==> src/verilog/trim_regs_params.svh <==
`ifndef TRIM_REGS_PARAMS_SVH
`define TRIM_REGS_PARAMS_SVH

// ---------------------------------------------------------------
// register indices (printed offsets); byte address is index * 4
// ---------------------------------------------------------------
`define IDX_GAIN_ADJUST       12'h07a
`define IDX_BANDGAP_ADJUST    12'h07c
`define IDX_TERM_ADJUST_A     12'h07e
`define IDX_TERM_ADJUST_B     12'h07f
`define IDX_TERM_ADJUST_C     12'h080
`define IDX_TERM_ADJUST_D     12'h081
`define IDX_SWAP_OVERLAP      12'h09a
`define IDX_SWAP_CTRL         12'h0a0
`define IDX_SWAP_STATUS       12'h0a1

// ---------------------------------------------------------------
// field layout and reset values
// ---------------------------------------------------------------
`define BANDGAP_MSB           3
`define OVERLAP_MSB           4
`define OVERLAP_RESET         5'h08
`define OVERLAP_BASE          7'h04
`define SWAP_CTRL_RESET       8'h00

`endif

==> src/verilog/trim_regs_pkg.sv <==
package trim_regs_pkg;
   // swap sequencer states
   typedef enum logic [1:0] {
      SWAP_IDLE,
      SWAP_OVERLAP,
      SWAP_DONE
   } swap_state_t;
endpackage
==> src/verilog/swap_overlap_timer.sv <==
`timescale 1ns/10ps
`include "trim_regs_params.svh"

// ---------------------------------------------------------------
// overlap timer: both cores share the input for 4 + 2*delay cycles
// ---------------------------------------------------------------
module swap_overlap_timer (
   // clock and reset
   input  wire logic       i_clk,
   input  wire logic       i_reset,
   // control
   input  wire logic       i_start,
   input  wire logic [4:0] i_delay,
   // status
   output logic            o_overlap,
   output logic            o_done
);
   trim_regs_pkg::swap_state_t state_r;
   logic [6:0]                 count_r;
   wire  [6:0]                 span = `OVERLAP_BASE + {1'b0, i_delay, 1'b0};

   // count down the shared-sampling window, then pulse done
   always_ff @(posedge i_clk) begin
      if (i_reset) begin
         state_r   <= trim_regs_pkg::SWAP_IDLE;
         count_r   <= 7'h00;
         o_overlap <= 1'b0;
         o_done    <= 1'b0;
      end else begin
         o_done <= 1'b0;
         case (state_r)
            trim_regs_pkg::SWAP_IDLE: begin
               if (i_start) begin
                  state_r   <= trim_regs_pkg::SWAP_OVERLAP;
                  count_r   <= span - 7'h01;
                  o_overlap <= 1'b1;
               end
            end
            trim_regs_pkg::SWAP_OVERLAP: begin
               if (count_r == 7'h00) begin
                  state_r   <= trim_regs_pkg::SWAP_DONE;
                  o_overlap <= 1'b0;
                  o_done    <= 1'b1;
               end else begin
                  count_r <= count_r - 7'h01;
               end
            end
            default: begin
               state_r <= trim_regs_pkg::SWAP_IDLE;
            end
         endcase
      end
   end
endmodule // swap_overlap_timer

==> src/verilog/trim_and_swap_delay_regs.sv <==
// Contract
// - eight-bit gain trim, one adjustment for all converter cores.
// - four-bit reference trim in low nibble of its byte.
// - trim registers preset from fuse values, not constants.
// - fuse-loaded reference trim readable after reset and writable.
// - four eight-bit termination trims, one per input pair.
// - cores share the input for 4 + 2*delay core-clock cycles.
// - overlap field bits 4:0, range 0..31, resets to 8.
//
// Local design decision: the APB register port.
`timescale 1ns/10ps
`include "trim_regs_params.svh"

module trim_and_swap_delay_regs (
   // clock and reset
   input  wire logic        i_clk,
   input  wire logic        i_reset,
   // apb slave
   input  wire logic        i_psel,
   input  wire logic        i_penable,
   input  wire logic        i_pwrite,
   input  wire logic [13:0] i_paddr,
   input  wire logic [31:0] i_pwdata,
   output logic [31:0]      o_prdata,
   output logic             o_pready,
   output logic             o_pslverr,
   // factory fuse contents, stable from reset
   input  wire logic [7:0]  i_fuse_gain,
   input  wire logic [3:0]  i_fuse_bandgap,
   input  wire logic [31:0] i_fuse_term,
   // calibration
   input  wire logic        i_cal_enable,
   input  wire logic        i_swap_request,
   // trims and swap status to the analog side
   output logic [7:0]       o_gain_adjust,
   output logic [3:0]       o_bandgap_adjust,
   output logic [31:0]      o_term_adjust,
   output logic [4:0]       o_swap_overlap_delay,
   output logic             o_cores_overlap,
   output logic             o_swap_done
);
   // ---------------------------------------------------------------
   // decode
   // ---------------------------------------------------------------
   function automatic logic hit(input logic [13:0] addr, input logic [11:0] idx);
      hit = (addr[13:2] == idx) && (addr[1:0] == 2'b00);
   endfunction

   logic [7:0] gain_r;
   logic [3:0] bandgap_r;
   logic [7:0] term_r [4];
   logic [4:0] overlap_r;
   logic       fuse_load_r;
   logic       swaps_r;
   logic [7:0] swap_count_r;
   logic       timer_overlap;
   logic       timer_done;

   wire access  = i_psel & i_penable;
   wire wr      = access & i_pwrite;
   wire hit_g   = hit(i_paddr, `IDX_GAIN_ADJUST);
   wire hit_bg  = hit(i_paddr, `IDX_BANDGAP_ADJUST);
   wire hit_ov  = hit(i_paddr, `IDX_SWAP_OVERLAP);
   wire hit_ct  = hit(i_paddr, `IDX_SWAP_CTRL);
   wire hit_st  = hit(i_paddr, `IDX_SWAP_STATUS);
   wire [3:0] hit_t;
   wire       hit_any;
   logic [31:0] rdata;

   // one decode per termination register
   genvar gi;
   generate
      for (gi = 0; gi < 4; gi++) begin : g_term_hit
         assign hit_t[gi] = hit(i_paddr, `IDX_TERM_ADJUST_A + 12'(gi));
      end
   endgenerate

   assign hit_any = hit_g | hit_bg | hit_ov | hit_ct | hit_st | (|hit_t);

   // read mux; unmapped addresses read zero and flag an error
   always_comb begin
      rdata = 32'h0000_0000;
      if (hit_g) begin
         rdata[7:0] = gain_r;
      end else if (hit_bg) begin
         rdata[`BANDGAP_MSB:0] = bandgap_r;
      end else if (hit_t[0]) begin
         rdata[7:0] = term_r[0];
      end else if (hit_t[1]) begin
         rdata[7:0] = term_r[1];
      end else if (hit_t[2]) begin
         rdata[7:0] = term_r[2];
      end else if (hit_t[3]) begin
         rdata[7:0] = term_r[3];
      end else if (hit_ov) begin
         rdata[`OVERLAP_MSB:0] = overlap_r;
      end else if (hit_ct) begin
         rdata[0] = swaps_r;
      end else if (hit_st) begin
         rdata[9:0] = {timer_overlap, i_cal_enable, swap_count_r};
      end
   end

   // ---------------------------------------------------------------
   // apb response: zero wait states, registered answer
   // ---------------------------------------------------------------
   // a setup cycle is answered in the very next cycle, so the master
   // never waits more than one access cycle; the answer is built from
   // the setup-phase address, which the master holds through access
   wire        setup_phase = i_psel & ~i_penable;
   wire        pready_nxt  = setup_phase;
   wire        pslverr_nxt = setup_phase & ~hit_any;
   wire [31:0] prdata_nxt  = (setup_phase & ~i_pwrite) ? rdata : 32'h0000_0000;

   // ready stands for exactly the access cycle
   always_ff @(posedge i_clk) begin
      if (i_reset) begin
         o_pready <= 1'b0;
      end else begin
         o_pready <= pready_nxt;
      end
   end

   // refusal of unmapped or unaligned addresses; writes there are dropped
   always_ff @(posedge i_clk) begin
      if (i_reset) begin
         o_pslverr <= 1'b0;
      end else begin
         o_pslverr <= pslverr_nxt;
      end
   end

   // read data captured at setup, steady through the access cycle;
   // writes and idle cycles return zero so the bus never shows stale data
   always_ff @(posedge i_clk) begin
      if (i_reset) begin
         o_prdata <= 32'h0000_0000;
      end else begin
         o_prdata <= prdata_nxt;
      end
   end

   // ---------------------------------------------------------------
   // trim registers; fuses are copied one cycle after reset release
   // because an async copy of a port would defeat reset integrity
   // ---------------------------------------------------------------
   // a write lands only at the access edge where ready is sampled high;
   // unmapped or unaligned addresses raise no hit, so nothing is stored
   wire       take    = wr & o_pready;
   wire       we_gain = take & hit_g;
   wire       we_bg   = take & hit_bg;
   wire       we_ov   = take & hit_ov;
   wire       we_ct   = take & hit_ct;
   wire [3:0] we_term = {4{take}} & hit_t;

   // write data fields; reserved bits are not stored and read back zero
   wire [7:0]            wd_byte    = i_pwdata[7:0];
   wire [`BANDGAP_MSB:0] wd_bandgap = i_pwdata[`BANDGAP_MSB:0];
   wire [`OVERLAP_MSB:0] wd_overlap = i_pwdata[`OVERLAP_MSB:0];

   // one-shot fuse copy in the first cycle out of reset; a bus write in
   // that same cycle loses to the fuse value, so software starts later
   always_ff @(posedge i_clk) begin
      if (i_reset) begin
         fuse_load_r <= 1'b1;
      end else begin
         fuse_load_r <= 1'b0;
      end
   end

   // gain trim: one value shared by every converter core
   always_ff @(posedge i_clk) begin
      if (i_reset) begin
         gain_r <= 8'h00;
      end else if (fuse_load_r) begin
         gain_r <= i_fuse_gain;
      end else if (we_gain) begin
         gain_r <= wd_byte;
      end
   end

   // reference trim: only the low nibble is stored
   always_ff @(posedge i_clk) begin
      if (i_reset) begin
         bandgap_r <= 4'h0;
      end else if (fuse_load_r) begin
         bandgap_r <= i_fuse_bandgap;
      end else if (we_bg) begin
         bandgap_r <= wd_bandgap;
      end
   end

   // overlap delay resets to a fixed value, not from fuses; a write
   // while calibration runs is software's fault and is stored anyway,
   // so a window already open keeps the length it started with
   always_ff @(posedge i_clk) begin
      if (i_reset) begin
         overlap_r <= `OVERLAP_RESET;
      end else if (we_ov) begin
         overlap_r <= wd_overlap;
      end
   end

   // swap enable bit of the control register
   always_ff @(posedge i_clk) begin
      if (i_reset) begin
         swaps_r <= 1'b0;
      end else if (we_ct) begin
         swaps_r <= i_pwdata[0];
      end
   end

   // termination trims, one per input pair; each element has its own
   // process so the decode of one pair never disturbs another
   generate
      for (gi = 0; gi < 4; gi++) begin : g_term
         always_ff @(posedge i_clk) begin
            if (i_reset) begin
               term_r[gi] <= 8'h00;
            end else if (fuse_load_r) begin
               term_r[gi] <= i_fuse_term[gi*8 +: 8];
            end else if (we_term[gi]) begin
               term_r[gi] <= wd_byte;
            end
         end
      end
   endgenerate

   // ---------------------------------------------------------------
   // swap overlap window
   // ---------------------------------------------------------------
   // a request is taken only with calibration on, swaps enabled and no
   // window open; requests inside a window are dropped, not queued
   wire swap_start = i_cal_enable & swaps_r & i_swap_request & ~timer_overlap;

   swap_overlap_timer u_timer (
      .i_clk     (i_clk),
      .i_reset   (i_reset),
      .i_start   (swap_start),
      .i_delay   (overlap_r),
      .o_overlap (timer_overlap),
      .o_done    (timer_done)
   );

   // completed swaps; the count saturates at 255 so a long run never
   // wraps back to zero and hides that swaps took place
   wire       count_full     = (swap_count_r == 8'hff);
   wire [7:0] swap_count_nxt = swap_count_r + 8'h01;

   always_ff @(posedge i_clk) begin
      if (i_reset) begin
         swap_count_r <= 8'h00;
      end else if (timer_done && !count_full) begin
         swap_count_r <= swap_count_nxt;
      end
   end

   // ---------------------------------------------------------------
   // outputs, all from flops and one cycle behind the registers
   // ---------------------------------------------------------------
   // the extra stage keeps the analog trims free of decode glitches,
   // traded for one cycle of latency after each write
   always_ff @(posedge i_clk) begin
      if (i_reset) begin
         o_gain_adjust    <= 8'h00;
         o_bandgap_adjust <= 4'h0;
      end else begin
         o_gain_adjust    <= gain_r;
         o_bandgap_adjust <= bandgap_r;
      end
   end

   // termination trims packed with pair a in the low byte, d on top
   always_ff @(posedge i_clk) begin
      if (i_reset) begin
         o_term_adjust <= 32'h0000_0000;
      end else begin
         o_term_adjust <= {term_r[3], term_r[2], term_r[1], term_r[0]};
      end
   end

   // overlap delay copy for the swap logic of the converter cores
   always_ff @(posedge i_clk) begin
      if (i_reset) begin
         o_swap_overlap_delay <= `OVERLAP_RESET;
      end else begin
         o_swap_overlap_delay <= overlap_r;
      end
   end

   // swap status: window one cycle behind the timer, done a pulse
   // in the cycle right after the window closes
   always_ff @(posedge i_clk) begin
      if (i_reset) begin
         o_cores_overlap <= 1'b0;
         o_swap_done     <= 1'b0;
      end else begin
         o_cores_overlap <= timer_overlap;
         o_swap_done     <= timer_done;
      end
   end
endmodule // trim_and_swap_delay_regs

==> config.mk <==
export PLATFORM = sky130hd
export DESIGN_NAME = trim_and_swap_delay_regs
export DESIGN_NICKNAME = d
export VERILOG_FILES = /design/src/verilog/trim_regs_pkg.sv /design/src/verilog/swap_overlap_timer.sv /design/src/verilog/trim_and_swap_delay_regs.sv
export VERILOG_INCLUDE_DIRS = /design/src /design/src/verilog
export SDC_FILE = /design/constraint.sdc
export NUM_CORES = 1
export LEC_CHECK = 0
export BUFFER_PORTS_ARGS = -buffer_cell sky130_fd_sc_hd__buf_4
export CELL_PAD_IN_SITES_DETAIL_PLACEMENT = 0
export CELL_PAD_IN_SITES_GLOBAL_PLACEMENT = 1
export CORE_UTILIZATION = 35
export DETAILED_ROUTE_END_ITERATION = 10
export HOLD_SLACK_MARGIN = 0.15
export PLACE_DENSITY_LB_ADDON = 0.1
export SLEW_MARGIN = 20
export SYNTH_ARGS = -nofsm -noshare
export SYNTH_HDL_FRONTEND = slang
export SYNTH_SLANG_ARGS = --single-unit
==> constraint.sdc <==
create_clock -name i_clk -period 2.35 [get_ports i_clk]
set_input_delay 0.47 -clock i_clk [delete_from_list [all_inputs] [get_ports i_clk]]
set_output_delay 0.47 -clock i_clk [all_outputs]
set_load 0.03 [all_outputs]
Word level (Yosys, flattened, before mapping). Memories as Yosys holds them, arrays and structs flattened. Index checks and enable logic that the tools add are counted.

Bits in registers: 123. Bits in writable memories: 32. Bits of input ports: 97. Output and inout bits: 85. Word-level logic and storage cells: 159. Memories: 1.

Memory list: term_r (depth 4, width 8, rd ports 4, clocked after Yosys merged registers in 0, write ports 4, RTL line trim_and_swap_delay_regs.sv:51) `logic [7:0] term_r [4];`.

Add/subtract/negate cells: 4. Equality and inequality tests: 14. Muxes and demuxes: 62. Bitwise gates (word level): 33. Reduce and logical (&&, ||, !) cells: 24.

Operator list (count): $mux 8 (15); $mux 9 (8); $eq 12x8->1 const B (5); $eq 12x7->1 const B (4); $mux 1 (25); $mux 4 (4); $mux 7 (2); $pmux 7 s2 (1); $sub 7x1->7 const B (2); $and 1x1->1 (13); $or 1x1->1 (13); $logic_and 1x1->1 (10); $mux 10 (1); $mux 5 (2); $reduce_or 9->1 (1); $add 8x1->8 const B (1); $eq 8x8->1 const B (1); $add 3x6->7 const A (1); $logic_not 7->1 (1); $not 1->1 (6); $reduce_and 3->1 (2); $reduce_bool 2->1 (3); $and 4x4->4 (1); $logic_not 2->1 (2); other kinds (10) (13).

Depth between registers and ports, before layout.
Depth in word-level cells: 18. Depth in mapped cells: 8. Mapped depth without buffers: 7.

By module. Synthesis repeated with hierarchy kept, for this count alone.

Cells, all modules: 589. Area total of the unflattened synthesis: 5938.2 µm².

By module, submodules not included: trim_and_swap_delay_regs (instances 1, cells each 507, area each 5233.8 µm², sequential area each 2762.6 µm²); swap_overlap_timer (instances 1, cells each 82, area each 704.4 µm², sequential area each 220.2 µm²).

Worst setup path after synthesis. OpenSTA, ideal clock, no wires.

Path type: input -> register. From: in i_paddr[7]. To: mem term_r[0][0], enable pin. Library setup time: 0.374 ns. Arrival: 2.167 ns. Data required time: 1.976 ns. Slack: -0.190 ns. Stages: 7. Path buffers: 3. Path through: buf_4 and4b_1 buf_2 nand3_4 or4b_4 buf_6 o21ai_1.

RTL lines: from (decl) (RTL line trim_and_swap_delay_regs.sv:22) `input wire logic [13:0] i_paddr,`; to (decl) (RTL line trim_and_swap_delay_regs.sv:51).

Worst setup path in the final report.
From: in i_paddr[11]. To: reg gain_r[1].

Longest elaborated chain between the ends: 4.

Ends and longest elaborated chain: $eq 12x7->1 (RTL line trim_and_swap_delay_regs.sv:46) `hit = (addr[13:2] == idx) && (addr[1:0] == 2'b00);`; $logic_and 1x1->1 (RTL line trim_and_swap_delay_regs.sv:46); $and 1x1->1 (RTL line trim_and_swap_delay_regs.sv:150) `wire we_gain = take & hit_g;`; $reduce_bool 2->1 (no source line); to (signal assigned) (RTL line trim_and_swap_delay_regs.sv:176) `gain_r <= i_fuse_gain;`; to (signal assigned) (RTL line trim_and_swap_delay_regs.sv:178) `gain_r <= wd_byte;`; to (decl) (RTL line trim_and_swap_delay_regs.sv:49) `logic [7:0] gain_r;`.

No other way between the ends. A chain may end at the register's enable or synchronous reset.

==> summary.md <==
| Metric | Value |
|---|---|
| Area leader, netlist | `dfxtp_1` |
| Core Region | `16,120 sq um` |
| Int Power | `0.004195 W` |
| CP Capture Type | `flop` |
| Hold_buf cts | `0` |
| Layout cell share with drive strength beyond 1 | `30.34%` |
| Total Routing Usage GR | `22.51%` |
| Most frequent cells in the layout | `179 x buf_4, 101 x dfxtp_1, 58 x nor2b_1` |
| Number of synthesized flops with an enable pin | `32` |
| Kind of critical path | `in2reg` |
| Synth unique cells | `69` |
| # Post-CTS Setup Buffers | `0` |
| Post-cts resize count | `0` |
| Area contributors post-synth | `dfxtp_1 34%, edfxtp_1 16%, nor2b_1 6.2%, a22o_1 5.1%, nor2_1 3.3%` |
| Startpoint types | `input pin` |
| Area of the multi-input gates | `2629 sq um` |
| Yosys top cell area share | `34.46%` |
| RePlAce Congestion | `0.8821` |
| Worst path cell trace | `buf_4 > or4_4 > nor4_4 > buf_4 > buf_4 > nand2_1 > nand2_1 > a311oi_1` |
| CTS Buf Count | `17` |
| Fin crit period | `1927 ps` |
| Clock Skew | `5.300 ps` |
| Worst-margin pin slew | `791.4 ps` |
| Die height | `131.5 microns` |
| Pleak | `3.206 nW` |
| Clock Tree Root | `clkbuf_16` |
| F_max | `518.9 MHz` |
| Residual DRC count | `0` |
| Site row count | `46` |
| Global route overflow | `0` |
| Vias in the first global route | `4,961` |
| Fin. max-slew vios | `0` |
| Crit Path Max Fanout | `8` |
| Overall power | `0.005573 W` |
| Worst min path class | `in2reg` |
| Fill cells | `1,575` |
| Detailed Route Iter0 Violations | `402` |
| Synth Register Bits | `133` |
| Max stage delay on crit path | `550 ps` |
| Maxcap violations | `0` |
| Ys Warns | `0` |
| DIE WIDTH | `131.5 microns` |
| Top Ports | `182` |
| GR Util met2 | `33.86%` |
| ANT cells | `0` |
| Gr busiest metal | `met2` |
| Sw Share | `24.71%` |
| Via/cell ratio | `5.137` |
| H-tree depth | `4` |
| First-pass GRT wire length | `29,090 microns` |
| Post-route insts no fill | `974` |
| Nets@finish | `846` |
| Worst Path Arrival | `2220 ps` |
| Clock share of power | `46.0%` |
| Clock Path Buffers | `2` |
| Routed wire length | `18,930 microns` |
| Final hold vios | `0` |
| Syn avg cell area | `10.13 sq um` |
| P&R area growth vs syn | `34.01%` |
| Antenna viol nets, final | `0` |
| Power per cell area | `708.6 nW/um^2` |
| Psw | `0.001377 W` |
| CTS tree | `done` |
| VDD IR max | `0.0004869 V` |
| Reg clk slew, reported paths | `60 ps` |
| Status | `complete, no violations` |
| Sequential Area | `2983 sq um` |
| Pin count of the biggest net entering global routing | `91` |
| R2r setup slk | `440 ps` |
| Routed len/inst | `19.44 microns` |
| Via Count | `5,003` |
| Slowest cell on crit path | `or4_4` |
| Placed insts | `942` |
| Initial core utilization | `36.41%` |
| Ys flop type | `dfxtp_1` |
| Most common cell after layout, fill and taps aside | `buf_4` |
| Cell mode on critical path | `buf_4` |
| Met1 Resource Use GR | `31.96%` |
| Antenna violations before repair | `0` |
| Syn Inst Count | `579` |
| Worst skew pair latency | `420 ps` |
| Power share of the combinational group | `9.5%` |
| CP Data Required Time | `2640 ps` |
| Met3 Usage GRT | `5.517%` |
| Asr flop ratio synth | `0%` |
| Port Buffers | `135` |
| Final Cycle Share | `82.01%` |
| Die area | `17,290 sq um` |
| Detailed Place HPWL | `14,090 microns` |
| Worst slew margin | `46.57%` |
| DR pass1 iterations | `7` |
| Setup violations, final | `0` |
| Cell area after synthesis | `5868 sq um` |
| Clock Sinks | `133` |
| Sequential power share | `44.5%` |
| Seq/Total Area, Yosys | `50.83%` |
| Unrepaired setup endpoints after global routing | `false` |
==> cell usage after synthesis (5+ instances only) <==
cell type	instances
dfxtp_1	101
nor2b_1	58
nor2_1	51
nand2_1	35
a22o_1	34
edfxtp_1	32
buf_4	24
clkbuf_1	22
nand3_1	21
a21oi_1	16
o21ai_0	16
mux2i_1	12
nor3_1	12
a211oi_1	8
a311oi_1	8
nand2b_1	8
inv_1	7
buf_2	6
xnor2_1	6
a22oi_1	5
nand4_1	5
==> final cells by class <==
cell class	count	area share, %
clock inverter	13	1.718
clock buffer	19	5.505
tap	216	3.437
inverter	8	0.3819
sequential	133	37.93
timing repair buffer	181	17.60
multi-input combinational	404	33.43
==> metal layers <==
layer | routed length, microns | share of wire [%] | up-vias
li1 | - | - | 2399
met1 | 9091 | 48 | 2401
met2 | 8492 | 45 | 191
met3 | 1174 | 6.2 | 12
met4 | 174 | 0.92 | 0
met5 | 0 | 0 | -
==> flip-flops by register name, indices dropped and copies added, names as in the netlist <==
name / cells
bandgap_r: 4
fuse_load_r: 1
gain_r: 8
o_bandgap_adjust: 4
o_cores_overlap: 1
o_gain_adjust: 8
o_prdata: 10
o_pready: 1
o_pslverr: 1
o_swap_done: 1
o_swap_overlap_delay: 5
o_term_adjust: 32
overlap_r: 5
swap_count_r: 8
swaps_r: 1
term_r: 32
u_timer.count_r: 7
u_timer.o_done: 1
u_timer.o_overlap: 1
u_timer.state_r: 2
==> path summary, 6_finish.rpt <==
path                                    startpoint                  to  cells after the start
worst max-delay path                   i_paddr[11]           gain_r[1]                      8
worst min-delay path                     i_penable            o_pready                      2
worst max register to register     swap_count_r[0]     swap_count_r[7]                      6
worst min register to register  u_timer.count_r[1]  u_timer.count_r[1]                      2
==> worst max-delay path, delay by kind of cell <==
family	cells	cell delay, ps
AO/OA/AOI/OAI	1	90
buffers and inverters	3	490
AND/OR/NAND/NOR	4	1150
==> stage by stage <==
step	instance area, sq um	setup TNS, ps	setup slack, ps	utilization, %	hold slack [ps]
6_report	7864	0	422.8	48.80	232.6
4_1_cts	7864	0	435.0	48.80	213.8
3_3_place_gp	7296	0	0.9626	45.27	457.7
5_1_grt	7864	0	195.0	48.80	225.2
2_1_floorplan	5958	0	5.064	-	445.6
3_5_place_dp	7296	-25.86	-15.21	45.27	466.8
==> power by group through the flow <==
stage	Sequential (W)	Combinational [W]	Clock [W]
floorplan	0.00257	0.000240	0
global placement	0.00253	0.000523	0
detailed placement	0.00253	0.000526	0
CTS	0.00248	0.000529	0.00262
global route	0.00248	0.000561	0.00271
finish	0.00248	0.000527	0.00257
==> logic make-up after synthesis <==
family,after synthesis,synth area share (%)
AO/OA/AOI/OAI,118,14.99
flip-flops,133,50.83
AND/OR/NAND/NOR,235,23.16
adder cells (fa/ha/maj),4,0.8529
multiplexers,16,2.815
buffers and inverters,63,5.949
other,1,0.06390
XOR/XNOR,9,1.343
(Power assumes the default switching activity.)
